### config.mk
export PLATFORM = sky130hd
export DESIGN_NAME = tql_limit_top
export DESIGN_NICKNAME = d
export VERILOG_FILES = /design/src/hw/tql_sec_timer.v /design/src/hw/tql_taper.v /design/src/hw/tql_limit_top.v
export VERILOG_INCLUDE_DIRS = /design/src /design/src/hw
export SDC_FILE = /design/constraint.sdc
export NUM_CORES = 1
export LEC_CHECK = 0
export ABC_AREA = 1
export BUFFER_PORTS_ARGS = -buffer_cell sky130_fd_sc_hd__buf_2
export CAP_MARGIN = 25
export CORE_MARGIN = 1
export CORE_UTILIZATION = 55
export CTS_CLUSTER_DIAMETER = 200
export CTS_CLUSTER_SIZE = 8
export DETAILED_ROUTE_END_ITERATION = 8
export PLACE_DENSITY = 0.85
export REMOVE_ABC_BUFFERS = 1
export SLEW_MARGIN = 10
export SYNTH_ARGS = -nofsm -noshare
export SYNTH_HDL_FRONTEND = slang
export SYNTH_SLANG_ARGS = --single-unit
### constraint.sdc
create_clock -name clock_in -period 37.8 [get_ports clock_in]
set_input_delay 1.89 -clock clock_in [delete_from_list [all_inputs] [get_ports clock_in]]
set_output_delay 1.89 -clock clock_in [all_outputs]
set_load 0.02 [all_outputs]
### src/hw/tql_defs.vh
// Purpose: Shared constants of the torque and quadrant limit block
// Assumes: 25 MHz clock, 32-bit register bus
// Notes:   Offsets are byte addresses
`ifndef TQL_DEFS_VH
`define TQL_DEFS_VH

// ----------------------------------------
// Register offsets
// ----------------------------------------
`define TQL_OFS_CTRL    8'h00
`define TQL_OFS_DELAY   8'h04
`define TQL_OFS_THR1    8'h08
`define TQL_OFS_THR2    8'h0c
`define TQL_OFS_SLOPE1  8'h10
`define TQL_OFS_SLOPE2  8'h14
`define TQL_OFS_ILIM    8'h18
`define TQL_OFS_ILIM2   8'h1c
`define TQL_OFS_SPDDEM  8'h20
`define TQL_OFS_STATUS  8'h24
`define TQL_OFS_OVRLIM  8'h28
`define TQL_OFS_SPDREF  8'h2c

// ----------------------------------------
// Control register fields
// ----------------------------------------
`define TQL_CTRL_MODE0  0
`define TQL_CTRL_MODE1  1
`define TQL_CTRL_Q2EN   2
`define TQL_CTRL_Q3EN   3
`define TQL_CTRL_Q4EN   4
`define TQL_CTRL_AUTOEN 5
`define TQL_CTRL_LIM2   6

// ----------------------------------------
// Reset values
// ----------------------------------------
`define TQL_RST_DELAY   8'h00
`define TQL_RST_THR     10'h3e8
`define TQL_RST_SLOPE   8'h00
`define TQL_RST_ILIM    10'h3e8
`define TQL_RST_SPDDEM  11'h000

// ----------------------------------------
// Timing
// ----------------------------------------
`define TQL_CLK_HZ      25000000
`define TQL_TICK_S      1
// One second of clock at 25 MHz, sized to the timer's tick counter
`define TQL_SEC_CYCLES  25'd25000000
`define TQL_SLOPE_SHIFT 7

`endif

### src/hw/tql_sec_timer.v
// Purpose: Whole-second interval timer started by the run command
// Assumes: run_in already synchronised
// Notes:   Fires once per run
`timescale 1ns/1ps
`include "tql_defs.vh"

module tql_sec_timer #(
   parameter [24:0] SEC_CYCLES = `TQL_SEC_CYCLES
)(
   input  wire       clock_in,
   input  wire       rst_b_in,
   input  wire       run_in,
   input  wire       enable_in,
   input  wire [7:0] delay_in,
   output reg        fire_out
);

   reg [24:0] tick_q;
   reg [7:0]  sec_q;
   reg        run_q;
   reg        done_q;

   always @(posedge clock_in)
   begin
      fire_out <= 1'b0;
      run_q    <= run_in;
      if (!rst_b_in)
      begin
         tick_q <= 25'h0000000;
         sec_q  <= 8'h00;
         run_q  <= 1'b0;
         done_q <= 1'b0;
      end
      else if (!run_in || !run_q)
      begin
         // Stopped, or first cycle of a new run: restart
         tick_q <= 25'h0000000;
         sec_q  <= 8'h00;
         done_q <= 1'b0;
      end
      else if (!done_q)
      begin
         if (sec_q == delay_in)
         begin
            fire_out <= enable_in;
            done_q   <= 1'b1;
         end
         else if (tick_q == SEC_CYCLES - 25'h0000001)
         begin
            tick_q <= 25'h0000000;
            sec_q  <= sec_q + 8'h01;
         end
         else
            tick_q <= tick_q + 25'h0000001;
      end
   end

endmodule // tql_sec_timer

### src/hw/tql_taper.v
// Purpose: One speed-dependent current taper stage
// Assumes: Unsigned speed magnitude and limits, 0 to 1000
// Notes:   Combinational; result never drops below zero
`timescale 1ns/1ps
`include "tql_defs.vh"

module tql_taper (
   input  wire [9:0] base_in,
   input  wire [9:0] speed_in,
   input  wire [9:0] thresh_in,
   input  wire [7:0] slope_in,
   output reg  [9:0] limit_out,
   output reg        exceeded_out
);

   reg [9:0]  over;
   reg [17:0] prod;
   reg [10:0] drop;

   always @*
   begin
      exceeded_out = (speed_in > thresh_in);
      over         = exceeded_out ? (speed_in - thresh_in) : 10'h000;
      // Slope is current change per speed change, times 128
      prod         = slope_in * over;
      drop         = prod[17:`TQL_SLOPE_SHIFT];
      if (drop >= {1'b0, base_in})
         limit_out = 10'h000;
      else
         limit_out = base_in - drop[9:0];
   end

endmodule // tql_taper

### src/hw/tql_limit_top.v
// Purpose: Torque mode, quadrant enables, auto limit change, tapers
// Assumes: Speed, torque and demand words come from this clock domain
// Notes:   AHB-Lite slave, reads take one wait state
`timescale 1ns/1ps
`include "tql_defs.vh"

module tql_limit_top #(
   parameter [24:0] SEC_CYCLES = `TQL_SEC_CYCLES
)(
   input  wire               clock_in,
   input  wire               rst_b_in,
   input  wire               four_quadrant_variant_in,
   input  wire               run_in,
   input  wire signed [10:0] speed_fb_in,
   input  wire signed [10:0] torque_dem_in,
   input  wire               hsel_in,
   input  wire [7:0]         haddr_in,
   input  wire [1:0]         htrans_in,
   input  wire               hwrite_in,
   input  wire [2:0]         hsize_in,
   input  wire [31:0]        hwdata_in,
   input  wire               hready_in,
   output reg  [31:0]        hrdata_out,
   output reg                hreadyout_out,
   output reg                hresp_out,
   output reg  signed [10:0] speed_ref_out,
   output reg  signed [10:0] current_dem_out,
   output reg  [9:0]         ovr_limit_out,
   output reg  [1:0]         quadrant_out,
   output reg                quadrant_ok_out,
   output reg                thr1_exceeded_out,
   output reg                thr2_exceeded_out,
   output reg                limit2_sel_out,
   output reg                coiler_mode_out
);

   // ----------------------------------------
   // Helpers
   // ----------------------------------------
   function [9:0] mag11;
      input signed [10:0] v;
      reg [10:0] t;
      begin
         t     = v[10] ? (11'h000 - v) : v;
         mag11 = (t > 11'h3e8) ? 10'h3e8 : t[9:0];
      end
   endfunction

   function signed [10:0] clamp11;
      input signed [10:0] v;
      input [9:0]         lim;
      reg signed [10:0] hi;
      begin
         hi = {1'b0, lim};
         if (v > hi)
            clamp11 = hi;
         else if (v < -hi)
            clamp11 = -hi;
         else
            clamp11 = v;
      end
   endfunction

   // ----------------------------------------
   // Run pin synchroniser
   // ----------------------------------------
   reg run_meta_q;
   reg run_sync_q;

   always @(posedge clock_in)
   begin
      if (!rst_b_in)
      begin
         run_meta_q <= 1'b0;
         run_sync_q <= 1'b0;
      end
      else
      begin
         run_meta_q <= run_in;
         run_sync_q <= run_meta_q;
      end
   end

   // ----------------------------------------
   // Registers
   // ----------------------------------------
   reg [1:0]         mode_q;
   reg               q2_en_q;
   reg               q3_en_q;
   reg               q4_en_q;
   reg               auto_en_q;
   reg               lim2_sel_q;
   reg [7:0]         delay_q;
   reg [9:0]         thr1_q;
   reg [9:0]         thr2_q;
   reg [7:0]         slope1_q;
   reg [7:0]         slope2_q;
   reg [9:0]         ilim_q;
   reg [9:0]         ilim2_q;
   reg signed [10:0] spd_dem_q;

   // Bus pipeline
   reg               wr_pend_q;
   reg               rd_pend_q;
   reg [7:0]         addr_q;

   wire              auto_fire;
   wire [9:0]        taper1_lim;
   wire [9:0]        taper2_lim;
   wire              taper1_exc;
   wire              taper2_exc;

   wire addr_phase = hsel_in & htrans_in[1] & hready_in;
   wire hit_write  = wr_pend_q;

   // ----------------------------------------
   // Bus slave
   // ----------------------------------------
   // Reads stall one cycle so a write just before is always visible
   always @(posedge clock_in)
   begin
      if (!rst_b_in)
      begin
         wr_pend_q     <= 1'b0;
         rd_pend_q     <= 1'b0;
         addr_q        <= 8'h00;
         hreadyout_out <= 1'b1;
         hresp_out     <= 1'b0;
         hrdata_out    <= 32'h00000000;
      end
      else
      begin
         hresp_out <= 1'b0;
         wr_pend_q <= 1'b0;
         rd_pend_q <= 1'b0;
         if (rd_pend_q)
         begin
            hrdata_out    <= read_mux(addr_q);
            hreadyout_out <= 1'b1;
         end
         else if (addr_phase)
         begin
            addr_q        <= haddr_in;
            wr_pend_q     <= hwrite_in;
            rd_pend_q     <= ~hwrite_in;
            hreadyout_out <= hwrite_in;
         end
      end
   end

   function [31:0] read_mux;
      input [7:0] a;
      begin
         case (a)
            `TQL_OFS_CTRL:   read_mux = {25'h0, lim2_sel_q, auto_en_q, q4_en_q,
                                         q3_en_q, q2_en_q, mode_q};
            `TQL_OFS_DELAY:  read_mux = {24'h0, delay_q};
            `TQL_OFS_THR1:   read_mux = {22'h0, thr1_q};
            `TQL_OFS_THR2:   read_mux = {22'h0, thr2_q};
            `TQL_OFS_SLOPE1: read_mux = {24'h0, slope1_q};
            `TQL_OFS_SLOPE2: read_mux = {24'h0, slope2_q};
            `TQL_OFS_ILIM:   read_mux = {22'h0, ilim_q};
            `TQL_OFS_ILIM2:  read_mux = {22'h0, ilim2_q};
            `TQL_OFS_SPDDEM: read_mux = {{21{spd_dem_q[10]}}, spd_dem_q};
            `TQL_OFS_STATUS: read_mux = {25'h0, run_sync_q, quadrant_ok_out,
                                         quadrant_out, thr2_exceeded_out,
                                         thr1_exceeded_out, coiler_mode_out};
            `TQL_OFS_OVRLIM: read_mux = {22'h0, ovr_limit_out};
            `TQL_OFS_SPDREF: read_mux = {{21{speed_ref_out[10]}}, speed_ref_out};
            default:         read_mux = 32'h00000000;
         endcase
      end
   endfunction

   // ----------------------------------------
   // Register file
   // ----------------------------------------
   always @(posedge clock_in)
   begin
      if (!rst_b_in)
      begin
         mode_q    <= 2'b00;
         q2_en_q   <= four_quadrant_variant_in;
         q3_en_q   <= four_quadrant_variant_in;
         q4_en_q   <= four_quadrant_variant_in;
         auto_en_q <= 1'b0;
         lim2_sel_q <= 1'b0;
         delay_q   <= `TQL_RST_DELAY;
         thr1_q    <= `TQL_RST_THR;
         thr2_q    <= `TQL_RST_THR;
         slope1_q  <= `TQL_RST_SLOPE;
         slope2_q  <= `TQL_RST_SLOPE;
         ilim_q    <= `TQL_RST_ILIM;
         ilim2_q   <= `TQL_RST_ILIM;
         spd_dem_q <= `TQL_RST_SPDDEM;
      end
      else
      begin
         if (hit_write)
         begin
            case (addr_q)
               `TQL_OFS_CTRL:
               begin
                  mode_q     <= hwdata_in[`TQL_CTRL_MODE1:`TQL_CTRL_MODE0];
                  q2_en_q    <= hwdata_in[`TQL_CTRL_Q2EN];
                  q3_en_q    <= hwdata_in[`TQL_CTRL_Q3EN];
                  q4_en_q    <= hwdata_in[`TQL_CTRL_Q4EN];
                  auto_en_q  <= hwdata_in[`TQL_CTRL_AUTOEN];
                  lim2_sel_q <= hwdata_in[`TQL_CTRL_LIM2];
               end
               `TQL_OFS_DELAY:  delay_q   <= hwdata_in[7:0];
               `TQL_OFS_THR1:   thr1_q    <= sat1000(hwdata_in[9:0]);
               `TQL_OFS_THR2:   thr2_q    <= sat1000(hwdata_in[9:0]);
               `TQL_OFS_SLOPE1: slope1_q  <= hwdata_in[7:0];
               `TQL_OFS_SLOPE2: slope2_q  <= hwdata_in[7:0];
               `TQL_OFS_ILIM:   ilim_q    <= sat1000(hwdata_in[9:0]);
               `TQL_OFS_ILIM2:  ilim2_q   <= sat1000(hwdata_in[9:0]);
               `TQL_OFS_SPDDEM: spd_dem_q <= hwdata_in[10:0];
               default:         ;
            endcase
         end
         // Timer event beats a software clear in the same cycle
         if (auto_fire)
            lim2_sel_q <= 1'b1;
      end
   end

   function [9:0] sat1000;
      input [9:0] v;
      begin
         sat1000 = (v > 10'h3e8) ? 10'h3e8 : v;
      end
   endfunction

   // ----------------------------------------
   // Auto limit change timer
   // ----------------------------------------
   tql_sec_timer #(
      .SEC_CYCLES (SEC_CYCLES)
   ) u_timer (
      .clock_in  (clock_in),
      .rst_b_in  (rst_b_in),
      .run_in    (run_sync_q),
      .enable_in (auto_en_q),
      .delay_in  (delay_q),
      .fire_out  (auto_fire)
   );

   // ----------------------------------------
   // Current tapers
   // ----------------------------------------
   wire [9:0] spd_mag = mag11(speed_fb_in);

   // Taper two works on what taper one leaves
   tql_taper u_taper1 (
      .base_in      (ilim_q),
      .speed_in     (spd_mag),
      .thresh_in    (thr1_q),
      .slope_in     (slope1_q),
      .limit_out    (taper1_lim),
      .exceeded_out (taper1_exc)
   );

   tql_taper u_taper2 (
      .base_in      (taper1_lim),
      .speed_in     (spd_mag),
      .thresh_in    (thr2_q),
      .slope_in     (slope2_q),
      .limit_out    (taper2_lim),
      .exceeded_out (taper2_exc)
   );

   // ----------------------------------------
   // Mode, quadrant and limit datapath
   // ----------------------------------------
   reg               coiler_d;
   reg [1:0]         quad_d;
   reg               quad_ok_d;
   reg signed [10:0] spd_ref_d;
   reg [9:0]         ovr_lim_d;
   reg signed [10:0] cur_dem_d;

   always @*
   begin
      coiler_d = (mode_q == 2'b11);
      // Zero counts as positive for both signs
      case ({speed_fb_in[10], torque_dem_in[10]})
         2'b00:   begin quad_d = 2'd0; quad_ok_d = 1'b1;    end
         2'b10:   begin quad_d = 2'd1; quad_ok_d = q2_en_q; end
         2'b11:   begin quad_d = 2'd2; quad_ok_d = q3_en_q; end
         2'b01:   begin quad_d = 2'd3; quad_ok_d = q4_en_q; end
         default: begin quad_d = 2'd0; quad_ok_d = 1'b0;    end
      endcase
      if (coiler_d && (speed_fb_in[10] != torque_dem_in[10]))
         spd_ref_d = 11'sh000;
      else
         spd_ref_d = spd_dem_q;
      if (lim2_sel_q && (ilim2_q < taper2_lim))
         ovr_lim_d = ilim2_q;
      else
         ovr_lim_d = taper2_lim;
      if (quad_ok_d)
         cur_dem_d = clamp11(torque_dem_in, ovr_lim_d);
      else
         cur_dem_d = 11'sh000;
   end

   always @(posedge clock_in)
   begin
      if (!rst_b_in)
      begin
         speed_ref_out     <= 11'sh000;
         current_dem_out   <= 11'sh000;
         ovr_limit_out     <= 10'h000;
         quadrant_out      <= 2'd0;
         quadrant_ok_out   <= 1'b0;
         thr1_exceeded_out <= 1'b0;
         thr2_exceeded_out <= 1'b0;
         limit2_sel_out    <= 1'b0;
         coiler_mode_out   <= 1'b0;
      end
      else
      begin
         speed_ref_out     <= spd_ref_d;
         current_dem_out   <= cur_dem_d;
         ovr_limit_out     <= ovr_lim_d;
         quadrant_out      <= quad_d;
         quadrant_ok_out   <= quad_ok_d;
         thr1_exceeded_out <= taper1_exc;
         thr2_exceeded_out <= taper2_exc;
         limit2_sel_out    <= lim2_sel_q;
         coiler_mode_out   <= coiler_d;
      end
   end

endmodule // tql_limit_top

==> impl_metrics.tcl, run 1 <==
set metrics [dict create \
    outcome "complete, no violations" \
    syn_area_um2 15900 \
    ys_warn_count 0 \
    cp-end-kind "register" \
    cp_max_fo 19 \
    worst-path-buf-inv 20 \
    drt_iter0_drc 1533 \
    p_leak_uw 0.00874 \
    slew_headroom_pct 34.7 \
    finalSetupViolations 0 \
    die_w_um 172 \
    utilization_pct 61.4 \
    critPathMaxStageDelay_ps 580 \
    synth_cell_types 61 \
    numCtsBuffers 17 \
    critPathRequiredTime_ps 38160 \
    period_minus_slack_ps 17050 \
    ys.flop_type "dfxtp_1" \
    hp-class "register to register" \
    criticalPathCategory "primary input to register" \
    cts_setup_buffers 0 \
    clock_latency_ps 450 \
    placed_area_um2 16700 \
    final_area_um2 17200 \
    grt_overflow_total 0 \
    crit_slowest_cell "nor3_2" \
    power_density_nw_per_um2 24.1 \
    worstPathArrival_ps 17400 \
    io_pins 147 \
    layout_commonest_cell "inv_1" \
    synth-seq-cells 181 \
    place_inst 2616 \
    min_path_cells 2 \
    synth_edf_count 3 \
    drv_cap 0 \
    cp_top_family "simple AND/OR/NAND/NOR gates" \
    start_util_pct 56.5 \
    fin_skew_ps 13.4 \
    ys_seq_area_share_pct 23.0 \
    dp_hpwl_um 37600 \
    wl_per_cell_um 17.7 \
    vias 15100 \
    ff2ff_path_depth 80 \
    final.period_utilization_pct 45.1 \
    via_per_inst 5.69 \
    setup_tns_ps 0 \
    hold_violations 0 \
    port_buffers 120 \
    peakVddDrop_mv 0.0292 \
    clockBufferDepth 2 \
    r2r-start "thr1_q[0]$_SDFFE_PN0P_" \
    layout_common_cells "inv_1 (408), nand2_1 (326), nor2_1 (235)" \
    power.total_uw 415 \
    fmax_mhz 58.7 \
    rsz0062_at_grt "no" \
    grt_pass1_wl_um 72900 \
    grt_pass1_vias 14200 \
    cts.reportedPaths.clkPinSlew_ps 70 \
    drcViolationCount 0 \
    antenna_found_initial 0 \
    dieHeight_um 172 \
    hold_buffers 0 \
    fin_cells 2649 \
    track_usage_pct 32.1 \
    syn_to_final_growth_pct 8.60 \
    place_congestion 1.04 \
    cts_resized 0 \
    num-nets-final 2594 \
    drive_above_1_share_pct 10.4 \
    regToRegSetupSlack_ps 23290 \
    start_kind "primary input" \
    core_area_um2 28100 \
    worstHoldStart "run_meta_q$_SDFF_PN0_" \
    grt_max_degree 88 \
    synthArstFlopShare_pct 0 \
    cp_common_cell "nand2_1" \
    drv_slew 0 \
    clockRootBuffer "clkbuf_16" \
    cts_tree "done" \
    dr.pass1.iters 5 \
    diodes 0 \
    r2r-end "current_dem_out[1]$_SDFF_PN0_" \
    routed_wl_um 46900 \
    clock_sinks 181 \
    worst_pin_slew_ps 976 \
    avgSynthCellArea_um2 7.31 \
    htreeDepth 4 \
    whs_endpoint "run_sync_q$_SDFF_PN0_" \
    syn-instance-count 2173 \
    rows 61 \
    die_area_um2 29600 \
    drtAntennaViolNets 0 \
]
[worst register-to-register path: cells and delay by family (launching register included)]
kind	cells	cell delay (ps)
simple gates	28	4090
buf+inv	16	1560
flops	1	350
compound gates	22	3790
xor+xnor	2	490
fa+ha+maj	12	4140
[area by class of cell]
type,instances,area (um2)
Sequential cell,181,3650
Fill cell,2547,10800
Multi-Input combinational cell,1502,10300
Tap cell,378,473
Clock inverter,10,98.8
Timing Repair Buffer,130,683
Inverter,427,1600
Clock buffer,21,460
[per-layer routing]
metal  wire length [um]  GRT usage (%)  vias up
li1                   -              -     7151
met1              19000           40.7     7058
met2              21000           51.3      712
met3               4750           7.48      145
met4               2170           15.8        0
met5                  0              0        -
[Yosys cell counts, drive strengths merged (3+ instances only)]
| library cell | n | area (um2) |
|---|---|---|
| nor2 | 240 | 913 |
| nand2 | 357 | 1460 |
| and2 | 3 | 18.8 |
| and3 | 5 | 31.3 |
| o21a | 4 | 30.0 |
| a31oi | 6 | 37.5 |
| nor3 | 35 | 185 |
| xor2 | 44 | 385 |
| nand4 | 21 | 144 |
| buf | 31 | 229 |
| o211ai | 13 | 97.6 |
| o21bai | 8 | 63.8 |
| nor4 | 9 | 56.3 |
| a211oi | 7 | 52.6 |
| o22ai | 24 | 150 |
| fa | 98 | 1960 |
| nand3 | 99 | 571 |
| ha | 163 | 2040 |
| or2 | 6 | 37.5 |
| o21ai | 146 | 753 |
| inv | 417 | 1570 |
| edfxtp | 3 | 90.1 |
| xnor2 | 9 | 78.8 |
| o221ai | 3 | 26.3 |
| o31ai | 5 | 37.5 |
| clkinv | 10 | 37.5 |
| a221oi | 23 | 201 |
| clkbuf | 32 | 120 |
| a21oi | 153 | 773 |
| dfxtp | 178 | 3560 |
| a21o | 5 | 37.5 |
[report_power, final]
group          internal, uW  switching (uW)
logic                  14.2            32.2
registers               194            1.68
clock network          94.3            79.3
total                   302             113
[how the worst max path moves through the flow]
stage,startpoint,endpoint,slack [ps],cells after the start
final,speed_fb_in[0],current_dem_out[1]$_SDFF_PN0_,20750,94
after global routing,speed_fb_in[0],current_dem_out[1]$_SDFF_PN0_,19440,97
after CTS,speed_fb_in[0],current_dem_out[8]$_SDFF_PN0_,21130,94
after detailed placement,speed_fb_in[0],current_dem_out[1]$_SDFF_PN0_,20710,94
after global placement,speed_fb_in[0],current_dem_out[1]$_SDFF_PN0_,21160,96
after floorplan,speed_fb_in[0],current_dem_out[1]$_SDFF_PN0_,23130,96
[logic make-up (layout without fill, tap and decap cells)]
logic type | Yosys count | count (layout) | synth area share (%)
AO/OA/AOI/OAI | 407 | 407 | 14.8
XOR/XNOR | 53 | 53 | 2.92
adder cells (fa/ha/maj) | 261 | 261 | 25.2
buffers and inverters | 490 | 588 | 12.3
flip-flops | 181 | 181 | 23.0
other | 1 | 1 | 0.0236
AND/OR/NAND/NOR | 780 | 780 | 21.7
[per-stage QoR]
stage / setup WS (ps) / hold slack [ps]
3_3_place_gp: 21160 / 413
6_report: 20750 / 429
4_1_cts: 21130 / 431
5_1_grt: 19440 / 459
3_5_place_dp: 20710 / 412
2_1_floorplan: 23130 / 390
[sequential cells by signal, summed over array words and instances, names as in the netlist, 2 cells and up]
name             count
addr_q               8
current_dem_out     11
delay_q              8
hrdata_out          11
ilim2_q             10
ilim_q              10
mode_q               2
ovr_limit_out       10
quadrant_out         2
slope1_q             8
slope2_q             8
spd_dem_q           11
speed_ref_out       11
thr1_q              10
thr2_q              10
u_timer.sec_q        8
u_timer.tick_q      25
Note: power is estimated with default switching activity, not from simulation.
==> inputs of run 2 (changes only) <==
- clock period: 37.8 -> 16.9 ns (I/O delays scaled with it)
==> impl_metrics.tcl, run 2 (synthesized netlist as in run 1, its figures left out) <==
set metrics [dict create \
    outcome "complete, no violations" \
    setup_tns_ps 0 \
    fmax_mhz 65.1 \
    worst_pin_slew_ps 1090 \
    rows 61 \
    vias 15200 \
    htreeDepth 4 \
    clockBufferDepth 2 \
    whs_endpoint "run_sync_q$_SDFF_PN0_" \
    start_kind "primary input" \
    drive_above_1_share_pct 10.5 \
    hp-class "register to register" \
    die_w_um 172 \
    power_density_nw_per_um2 55.2 \
    r2r-start "thr1_q[0]$_SDFFE_PN0P_" \
    largest_register "u_timer.tick_q" \
    largest_reg_flops 25 \
    syn_to_final_growth_pct 8.86 \
    layout_commonest_cell "inv_1" \
    antenna_found_initial 2 \
    r2r-end "current_dem_out[9]$_SDFF_PN0_" \
    rsz0062_at_grt "no" \
    grt_max_degree 88 \
    drv_cap 0 \
    clock_latency_ps 440 \
    cts_resized 0 \
    diodes 0 \
    clockRootBuffer "clkbuf_16" \
    p_leak_uw 0.00876 \
    period_minus_slack_ps 15360 \
    cts_setup_buffers 0 \
    cp_max_fo 19 \
    hold_violations 0 \
    cp-end-kind "register" \
    die_area_um2 29600 \
    drtAntennaViolNets 0 \
    num-nets-final 2593 \
    drv_slew 0 \
    cts.reportedPaths.clkPinSlew_ps 80 \
    whs_ps 422 \
    routed_wl_um 46900 \
    io_pins 147 \
    drt_iter0_drc 1490 \
    peakVddDrop_mv 0.0653 \
    fin_skew_ps 16.3 \
    clock_sinks 181 \
    grt_pass1_vias 14400 \
    place_congestion 1.01 \
    dp_hpwl_um 37500 \
    core_area_um2 28100 \
    worstPathArrival_ps 15700 \
    slew_headroom_pct 26.7 \
    via_per_inst 5.72 \
    criticalPathCategory "primary input to register" \
    start_util_pct 56.5 \
    dr.pass1.iters 6 \
    numCtsBuffers 17 \
    finalSetupViolations 0 \
    track_usage_pct 32.2 \
    drcViolationCount 0 \
    grt_overflow_total 0 \
    cp_common_cell "nand2_1" \
    worstHoldStart "run_meta_q$_SDFF_PN0_" \
    ff2ff_path_depth 79 \
    min_path_cells 2 \
    layout_common_cells "inv_1 (408), nand2_1 (326), nor2_1 (235)" \
    port_buffers 120 \
    cts_tree "done" \
    critPathRequiredTime_ps 17240 \
    wl_per_cell_um 17.7 \
    regToRegSetupSlack_ps 2980 \
    crit_slowest_cell "nor3_2" \
    hold_buffers 0 \
    critPathMaxStageDelay_ps 570 \
    dieHeight_um 172 \
    final.period_utilization_pct 90.9 \
    grt_pass1_wl_um 73500 \
]
==> run 2: metrics by stage <==
stage	worst slack, ps	area (um2)	instances	util, %	power, uW
5_1_grt	278	17300	2649	61.6	982
3_3_place_gp	1540	16700	2615	59.3	544
2_1_floorplan	3270	15500	2110	-	506
6_report	1540	17300	2649	61.6	954
3_5_place_dp	1260	16700	2616	59.4	547
4_1_cts	1640	17300	2648	61.5	950
==> run 2: layer usage <==
layer | vias to the layer above | GRT usage (%) | routed length (um)
met5 | - | 0 | 0
met4 | 0 | 14.5 | 2320
met3 | 154 | 6.07 | 4620
met2 | 744 | 52.2 | 20800
met1 | 7127 | 41.5 | 19200
li1 | 7130 | - | -
==> run 2: layout make-up <==
class                      count  area (um2)
sequential                   181        3650
multi-input combinational   1502       10300
clock inverter                13         146
fill                        2539       10800
clock buffer                  19         464
inverter                     427        1600
timing repair buffer         129         672
tap                          378         473
==> run 2: worst max-delay path by stage <==
stage / cells after the start / to / slack [ps] / start
2_1_floorplan: 96 / current_dem_out[1]$_SDFF_PN0_ / 3270 / speed_fb_in[0]
3_3_place_gp: 94 / current_dem_out[4]$_SDFF_PN0_ / 1540 / speed_fb_in[0]
3_5_place_dp: 94 / current_dem_out[3]$_SDFF_PN0_ / 1260 / speed_fb_in[0]
4_1_cts: 94 / current_dem_out[7]$_SDFF_PN0_ / 1640 / speed_fb_in[0]
5_1_grt: 93 / current_dem_out[10]$_SDFF_PP0_ / 280 / speed_fb_in[0]
6_report: 94 / current_dem_out[9]$_SDFF_PN0_ / 1540 / speed_fb_in[0]
==> run 2: critical path: cells and delay by family <==
family / cells / cell delay [ps]
adder cells (fa/ha/maj): 13 / 4650
buffers and inverters: 19 / 1590
XOR/XNOR: 3 / 600
AO/OA/AOI/OAI: 22 / 3810
AND/OR/NAND/NOR: 37 / 4180
==> run 2: report_power, final <==
| group | switching, uW | internal (uW) |
|---|---|---|
| clock network | 201 | 212 |
| registers | 3.92 | 433 |
| logic | 71.7 | 31.8 |
| total | 277 | 677 |
